### src/logic/mdcwd_pkg.sv
// package: word layout, channel count, code range and scan timing constants
// assumes: used by the channel word decoder and its latch array
package mdcwd_pkg;
  localparam int          WORD_W       = 16;
  localparam int          CODE_W       = 12;
  localparam int          SEL_W        = 3;
  localparam int          NUM_CHAN     = 8;
  localparam int          CODE_LSB     = 0;
  localparam int          CODE_MSB     = 11;
  localparam int          SEL_LSB      = 12;
  localparam int          SEL_MSB      = 14;
  localparam int          ENABLE_BIT   = 15;
  localparam logic [11:0] CODE_RESET   = 12'h000;
  localparam logic [11:0] CODE_MAX     = 12'hFFF;
  localparam int          OUT_LOW_UA   = 4000;
  localparam int          OUT_HIGH_UA  = 20000;
  localparam int          REFRESH_NS   = 40;
  localparam int          CLOCK_NS     = 10;
  localparam int          REFRESH_CYC  = (REFRESH_NS + CLOCK_NS - 1) / CLOCK_NS;
  typedef logic [CODE_W-1:0] mdcwd_code_t;
endpackage : mdcwd_pkg

### src/logic/mdcwd_decoder.sv
// top of the multiplexed channel word decoder: host word in, eight channel codes out
// assumes: host word and strobe arrive from logic on the same clock; converters take codes
`timescale 1ns/10ps
module mdcwd_decoder (
  input  wire logic                       clock,
  input  wire logic                       rst_n,
  input  wire logic                       clkEn,
  input  wire logic [mdcwd_pkg::WORD_W-1:0] hostWord,
  input  wire logic                       hostWordValid,
  input  wire logic                       scanStart,
  output mdcwd_pkg::mdcwd_code_t          chanCode0,
  output mdcwd_pkg::mdcwd_code_t          chanCode1,
  output mdcwd_pkg::mdcwd_code_t          chanCode2,
  output mdcwd_pkg::mdcwd_code_t          chanCode3,
  output mdcwd_pkg::mdcwd_code_t          chanCode4,
  output mdcwd_pkg::mdcwd_code_t          chanCode5,
  output mdcwd_pkg::mdcwd_code_t          chanCode6,
  output mdcwd_pkg::mdcwd_code_t          chanCode7,
  output logic [mdcwd_pkg::NUM_CHAN-1:0]  chanStrobe,
  output logic                            outputsEnabled,
  output logic                            refreshBusy
);
  import mdcwd_pkg::*;

  // ------------------------------------------------------------
  // state
  // ------------------------------------------------------------
  typedef enum logic [1:0] {
    ST_IDLE    = 2'b00,
    ST_REFRESH = 2'b01,
    ST_SETTLE  = 2'b10
  } mdcwd_state_t;

  typedef struct packed {
    mdcwd_state_t                st;
    logic [SEL_W-1:0]            rdIdx;
    logic [SEL_W-1:0]            outIdx;
    logic                        outValid;
    logic [3:0]                  wait_cnt;
    mdcwd_code_t [NUM_CHAN-1:0]  outCode;
    logic [NUM_CHAN-1:0]         strobe;
    logic                        enable;
    logic                        busy;
  } mdcwd_top_t;

  mdcwd_top_t state_reg;
  mdcwd_top_t state_next;

  // ------------------------------------------------------------
  // word field split
  // ------------------------------------------------------------
  mdcwd_code_t      wordCode;
  logic [SEL_W-1:0] wordSel;
  logic             wordEnable;
  logic             clearAll;
  logic             writeNow;
  mdcwd_code_t      rdData;

  assign wordCode   = hostWord[CODE_MSB:CODE_LSB];
  assign wordSel    = hostWord[SEL_MSB:SEL_LSB];
  assign wordEnable = hostWord[ENABLE_BIT];
  // a clear is only taken with a valid word, so idle garbage cannot blank the field
  assign clearAll   = hostWordValid && !wordEnable;
  assign writeNow   = hostWordValid && wordEnable;

  mdcwd_latch_bank u_bank (
    .clock    (clock),
    .rst_n    (rst_n),
    .clkEn    (clkEn),
    .clearAll (clearAll),
    .wrEn     (writeNow),
    .wrAddr   (wordSel),
    .wrData   (wordCode),
    .rdAddr   (state_reg.rdIdx),
    .rdData   (rdData)
  );

  // ------------------------------------------------------------
  // refresh sequencer: walks all channels once per scan
  // ------------------------------------------------------------
  always_comb begin
    state_next = state_reg;
    state_next.strobe = '0;
    if (hostWordValid) begin
      state_next.enable = wordEnable;
    end
    case (state_reg.st)
      ST_IDLE: begin
        state_next.busy = 1'b0;
        if (scanStart) begin
          state_next.st       = ST_REFRESH;
          state_next.rdIdx    = '0;
          state_next.outValid = 1'b0;
          state_next.busy     = 1'b1;
        end
      end
      ST_REFRESH: begin
        // bank read is registered, so output lags the read index by one cycle
        state_next.outIdx   = state_reg.rdIdx;
        state_next.outValid = 1'b1;
        if (state_reg.rdIdx == SEL_W'(NUM_CHAN - 1)) begin
          state_next.st       = ST_SETTLE;
          state_next.wait_cnt = 4'(REFRESH_CYC);
        end else begin
          state_next.rdIdx = state_reg.rdIdx + 1'b1;
        end
      end
      ST_SETTLE: begin
        state_next.outValid = 1'b0;
        if (state_reg.wait_cnt <= 4'h1) begin
          state_next.st = ST_IDLE;
        end else begin
          state_next.wait_cnt = state_reg.wait_cnt - 4'h1;
        end
      end
      default: begin
        state_next.st = ST_IDLE;
      end
    endcase
    if (state_reg.outValid) begin
      state_next.outCode[state_reg.outIdx] = rdData;
      state_next.strobe[state_reg.outIdx]  = 1'b1;
    end
    // clear reaches the field at once, not at the next scan
    if (clearAll) begin
      state_next.outCode = '0;
    end
  end

  always_ff @(posedge clock) begin
    if (!rst_n) begin
      state_reg <= '0;
    end else if (clkEn) begin
      state_reg <= state_next;
    end
  end

  assign chanCode0      = state_reg.outCode[0];
  assign chanCode1      = state_reg.outCode[1];
  assign chanCode2      = state_reg.outCode[2];
  assign chanCode3      = state_reg.outCode[3];
  assign chanCode4      = state_reg.outCode[4];
  assign chanCode5      = state_reg.outCode[5];
  assign chanCode6      = state_reg.outCode[6];
  assign chanCode7      = state_reg.outCode[7];
  assign chanStrobe     = state_reg.strobe;
  assign outputsEnabled = state_reg.enable;
  assign refreshBusy    = state_reg.busy;
endmodule : mdcwd_decoder

### src/logic/mdcwd_latch_bank.sv
// holds the eight channel codes; read data come out of a register
// assumes: one write port, one read port, same clock as the decoder
`timescale 1ns/10ps
module mdcwd_latch_bank (
  input  wire logic                clock,
  input  wire logic                rst_n,
  input  wire logic                clkEn,
  input  wire logic                clearAll,
  input  wire logic                wrEn,
  input  wire logic [2:0]          wrAddr,
  input  wire mdcwd_pkg::mdcwd_code_t wrData,
  input  wire logic [2:0]          rdAddr,
  output mdcwd_pkg::mdcwd_code_t   rdData
);
  import mdcwd_pkg::*;
  typedef struct packed {
    mdcwd_code_t [NUM_CHAN-1:0] mem;
    mdcwd_code_t                rd;
  } mdcwd_bank_t;
  mdcwd_bank_t state_reg;
  mdcwd_bank_t state_next;

  always_comb begin
    state_next = state_reg;
    // a clear also empties the read register, so no pre-clear code leaks out
    state_next.rd = clearAll ? CODE_RESET : state_reg.mem[rdAddr];
    for (int i = 0; i < NUM_CHAN; i++) begin
      if (clearAll) begin
        state_next.mem[i] = CODE_RESET;
      end else if (wrEn && (wrAddr == i[2:0])) begin
        state_next.mem[i] = wrData;
      end
    end
  end

  always_ff @(posedge clock) begin
    if (!rst_n) begin
      state_reg <= '0;
    end else if (clkEn) begin
      state_reg <= state_next;
    end
  end

  assign rdData = state_reg.rd;
endmodule : mdcwd_latch_bank

### config.mk
export PLATFORM = sky130hd
export DESIGN_NAME = mdcwd_decoder
export DESIGN_NICKNAME = d
export VERILOG_FILES = /design/src/logic/mdcwd_pkg.sv /design/src/logic/mdcwd_decoder.sv /design/src/logic/mdcwd_latch_bank.sv
export SDC_FILE = /design/constraint.sdc
export NUM_CORES = 1
export LEC_CHECK = 0
export BUFFER_PORTS_ARGS = -buffer_cell sky130_fd_sc_hd__buf_4
export CORE_MARGIN = 2
export CORE_UTILIZATION = 46
export CTS_BUF_LIST = sky130_fd_sc_hd__clkbuf_4
export DETAILED_ROUTE_END_ITERATION = 6
export HOLD_SLACK_MARGIN = 0.1
export PLACE_DENSITY = 0.68
export SYNTH_ARGS = -nofsm -noshare
export SYNTH_HDL_FRONTEND = slang
export SYNTH_HIERARCHICAL = 1
export SYNTH_SLANG_ARGS = --single-unit
### constraint.sdc
create_clock -name clock -period 1.5 [get_ports clock]
set_input_delay 0 -clock clock [delete_from_list [all_inputs] [get_ports clock]]
set_output_delay 0 -clock clock [all_outputs]
set_load 0.05 [all_outputs]
== Word level (Yosys, flattened, before mapping) ==
Cells that the tools add are included.
Word-level totals
  memory bits (read-only): 0
  RAM bits: 0
  bits in registers: 227
  memories kept: 0
  latch bits: 0
  output and inout bits: 106
Cells by class
  reductions and logical operators: 42
  multipliers: 0
  divide/modulo/power cells: 0
  equality and inequality tests: 15
  muxes and demuxes: 38
  order comparisons: 4
  bitwise gates (word level): 0
  shifts and indexed selects: 0
  add/subtract/negate cells: 2
Operator list (number)
  12-bit two-way mux: 19
  104-bit two-way mux: 1
  96-bit bitwise mux: 1
  96-bit two-way mux: 1
  12-bit binary-select mux with 3-bit select: 1
  12-bit demux with 3-bit select: 1
  2-bit AND reduction: 12
  2-bit nonzero test: 11
  3-bit == test, second input constant: 5
  4-bit AND reduction: 3
  1-bit logical AND: 11
  2-bit != test, second input constant: 5
  3-bit by 4-bit less-than comparator with 1-bit output, second input constant: 2
  4-bit two-way mux: 2
  4-bit one-hot mux with 2 select lines: 1
  3-bit by 2-bit == test with 1-bit output, second input constant: 2
  2-bit one-hot mux with 3 select lines: 1
  3-bit one-hot mux with 2 select lines: 1
  5-bit two-way mux: 1
  4-bit by 1-bit <= comparator with 1-bit output, second input constant: 1
  2-bit two-way mux: 2
  4-bit by 1-bit subtractor with 4-bit output, second input constant: 1
  3-bit by 1-bit adder with 3-bit output, second input constant: 1
  1-bit demux with 3-bit select: 1
  12 further kinds: 14

== Logic depth before layout (Yosys ltp) ==
  word-level depth: 7
  gate-level depth with buffers: 8

== By module ==
The synthesis kept the hierarchy.
By module, submodules not included
  mdcwd_decoder: cells each 572, area each 5402.7 µm², instances 1
  mdcwd_latch_bank: cells each 497, area each 5347.6 µm², instances 1

== Worst setup path after synthesis ==
Ideal clock, no wire load.
  kind: reg2reg
  start: reg state_reg[115] (netlist name)
  end: reg state_reg[108] (netlist name)
  path buffers: 0
  arrival: 1.386 ns
  setup slack: 0.044 ns
  stages on the path, launching flop included: 7
  cells stage by stage: dfxtp_1 ha_1 ha_1 nand2_1 or3_1 o31a_1 a21boi_1
Between the ends
  longest elaborated chain between the ends: 3
RTL lines
  from (decl): RTL line mdcwd_decoder.sv:46  | mdcwd_top_t state_reg;
  from (signal assigned): RTL line mdcwd_decoder.sv:134  | state_reg <= state_next;
  3-bit == test: RTL line mdcwd_decoder.sv:101  | if (state_reg.rdIdx == SEL_W'(NUM_CHAN - 1)) begin
  2-bit != test (no source line)
  4-bit AND reduction (no source line)
Every way passes these cells.
A chain may end at the register's enable or synchronous reset.

== Final worst setup path ==
  start: reg state_reg[114] (netlist name)
  end: reg u_bank.state_reg (netlist bit u_bank/rdData[4])
Between the ends
  longest elaborated chain between the ends: 3
RTL lines
  12-bit binary-select mux with 3-bit select: RTL line mdcwd_latch_bank.sv:26  | state_next.rd = clearAll ? CODE_RESET : state_reg.mem[rdAddr];
  12-bit two-way mux (implied by the code): RTL line mdcwd_latch_bank.sv:26
  12-bit two-way mux: RTL line mdcwd_latch_bank.sv:26
  to (signal assigned): RTL line mdcwd_latch_bank.sv:40  | state_reg <= state_next;
  to (decl): RTL line mdcwd_latch_bank.sv:20  | mdcwd_bank_t state_reg;
Every way passes these cells. The select of a mux whose other input is x is not followed.

==> impl_metrics.py <==
metrics = {
    "yosys": {
        "postSynth.asyncResetShare_pct": 0,
        "synth_area_per_cell_um2": 10.1,
        "synth_compound_area_share_pct": 9.43,
        "yosys.area_share.simple_pct": 19.0,
        "synth_seq_cells": 227,
        "yosys_warnings": 6,
        "ys.flop_type": "dfxtp_1",
        "yosysTopAreaCell": "dfxtp_1",
        "synthXorXnorAreaFrac_pct": 0.163,
        "synth_edf_count": 0,
        "synth_fp_nets": 1094,
        "syn_area_mm2": 0.0108,
        "netlist_top_cells_area": "dfxtp_1, mux2i_1, buf_4, nor2b_1, a32o_1",
        "synth_top_family_by_area": "simple AND/OR/NAND/NOR gates",
        "ys_types": 57,
        "synth_fa_ha_area_share_pct": 0.466,
        "yosys-top-cells-count": "dfxtp_1, mux2i_1, buf_4",
        "synth_most_common_cell": "dfxtp_1",
        "synth_top_area_share_pct": 42.3,
        "synthMuxAreaShare_pct": 14.4,
        "synth_cells": 1069,
        "ys_seq_area_share_pct": 42.3,
    },
    "worst_setup_path": {
        "cpLargestDelayFamily": "flip-flops",
        "cp.arrival_ns": 1.99,
        "crit_chain": "buf_12 -> buf_4 -> mux2i_1 -> a22oi_1 -> nand2_1 -> a21oi_1",
        "critPathMaxFanout": 11,
        "max_stage_delay_ns": 0.42,
        "path_class": "register to register",
        "rrSetupSlack_ns": 0.04,
        "start_kind": "register",
        "setup.worst_path.end": "u_bank/rdData[4]",
        "r2r-end": "u_bank/rdData[4]",
        "end_kind": "register",
        "worstPathRequired_ns": 2.03,
        "worstRegToRegCells": 6,
        "cpMaxStageDelayCell": "dfxtp_4",
        "crit_cells": 6,
        "critPathBufInv": 2,
        "r2r_start": "state_reg[114]",
        "crit_start": "state_reg[114]",
    },
    "global_routing": {
        "gr-total-overflow": 0,
        "use_met2_pct": 31.7,
        "grt.met1_usage_pct": 26.2,
        "top_usage_layer": "met2",
        "antenna_found_initial": 1,
        "grt_max_degree": 139,
        "grt_pass1_vias": 7141,
        "met3_usage_pct": 4.24,
        "track_usage_pct": 19.6,
        "grt_pass1_wl_um": 38300,
    },
    "cells_and_area": {
        "largest_reg_flops": 96,
        "post-route-util_pct": 53.8,
        "nets": 1142,
        "drive_gt1_share_pct": 28.8,
        "areaGrowthSynthToFinish_pct": 14.1,
    },
    "drt": {
        "wire_per_inst_um": 17.1,
        "first_pass_iters": 4,
        "antenna_left": 0,
        "route.detailed.drc": 0,
        "vias": 7661,
        "totalWireLength_um": 25000,
        "drt_iter0_drc": 517,
        "vias_per_cell": 5.24,
    },
    "floorplanning": {
        "start_util_pct": 47.2,
        "die_area_mm2": 0.0246,
        "die-width_um": 157,
        "core-area_mm2": 0.0228,
        "num_rows": 55,
        "ios": 127,
        "die-height_um": 157,
    },
    "placed_design": {
        "post-dp-hpwl_um": 16500,
        "portBuffers": 126,
        "place.gp.congestion": 0.753,
    },
    "clocking": {
        "insertion_delay_ns": 0.67,
        "cts_tree": "done",
        "cts_buffers": 57,
        "clockRootBuffer": "clkbuf_4",
        "cts.htree.levels": 2,
        "cts_sinks": 227,
        "clk_pin_slew_worst_paths_ns": 0.08,
        "cts_max_path_buffers": 3,
    },
    "timing": {
        "setup_violations": 0,
        "period_needed_ns": 1.46,
        "rsz0062_at_grt": "true",
        "drv_slew": 0,
        "slew-limit-headroom_pct": 49.8,
        "finalSetupTns_ns": 0,
        "period_share_pct": 97.5,
        "hold_viol_final": 0,
        "max_freq_mhz": 683,
        "finClkSkew_ns": 0.0328,
        "tightest_slew_ns": 0.751,
    },
    "outcome": {
        "run_status": "complete, no violations",
    },
    "min_path": {
        "worstHoldPathCells": 4,
        "hp-class": "input pin to register",
    },
    "pwr": {
        "leakagePower_nw": 5.43,
        "ir_worst_vdd_mv": 0.463,
        "power_density_mw_per_mm2": 1010,
    },
    "job": {
        "maxCapViolCount": 0,
    },
}
## timing repair
item / in CTS / in global routing
setup buffers: 1 / 0
hold buffers: 22 / 0
pin swaps: 1 / 3
cloned: 0 / 1
endpoints found under the hold margin: 227 / 0
resized for setup: 12 / 18
endpoints found under the setup margin: 69 / 63
## worst min-delay path by stage
stage	slack [ns]	end	from
after detailed placement	0.32	refreshBusy	scanStart
after global placement	0.31	refreshBusy	scanStart
final	0.19	refreshBusy	scanStart
after floorplan	0.16	outputsEnabled	hostWord[15]
after CTS	0.11	refreshBusy	scanStart
after global routing	0.18	refreshBusy	scanStart
## metrics by stage
stage	area (um^2)	total power, W	instances	hold WS (ns)	setup WS [ns]
2_1_floorplan	10800	0.00705	1069	0.156	0.0439
3_3_place_gp	11200	0.00732	1347	0.306	-0.118
3_5_place_dp	11200	0.00733	1347	0.316	-0.235
4_1_cts	12200	0.0125	1461	0.112	0.00764
5_1_grt	12300	0.0129	1463	0.178	-0.00333
6_report	12300	0.0124	1463	0.190	0.0368
## report_power, final
part | leakage (nW) | switching (W) | total [W] | internal, W
combinational | 3.18 | 0.000579 | 0.00107 | 0.000487
clock | 0.418 | 0.00235 | 0.00511 | 0.00276
sequential | 1.84 | 0.0000687 | 0.00620 | 0.00613
## cells by family (layout without fill, tap and decap cells)
family,count (synthesis),in the layout
buffers and inverters,225,305
AO/OA/AOI/OAI,121,121
other,0,1
adder cells (fa/ha/maj),4,4
multiplexers,140,140
XOR/XNOR,2,2
flip-flops,227,227
AND/OR/NAND/NOR,350,350
## layout by cell type (no fill, tap or decap), types with 4 or more instances in the layout
cell,count
o21ai_1,15
nor2_2,6
mux2i_1,127
nand3_1,46
mux4_2,12
nor2b_1,121
a32o_1,48
nand4_1,45
nor2_1,4
buf_4,166
a21oi_1,17
nand2b_1,12
buf_12,16
and2b_1,8
o21ai_4,6
and4b_1,4
a22oi_1,14
dfxtp_1,220
nand2_1,74
inv_1,6
clkbuf_4,87
dlygate4sd3_1,22
dfxtp_2,6
## per-layer routing
metal / share of wire, % / wire [um]
met4: 1.5 / 363
met3: 6.2 / 1550
met2: 46 / 11600
met5: 0 / 0
met1: 46 / 11500
## final cells by class
cell class,instances,area (um^2)
fillers,2062,10500
well taps,313,392
flip-flops and latches,227,4560
diodes,1,2.50
repair buffers,207,1830
multi-input cells,617,4750
clock buffers,87,653
inverters,7,26.3
clock inverters,4,45.0
## worst min-delay path, stage by stage
cell and delay, ns:
dlygate4sd3_1 0.53, buf_4 0.13, mux2i_1 0.07, nor2b_1 0.10
No activity file was read; power rests on OpenSTA's default activity.
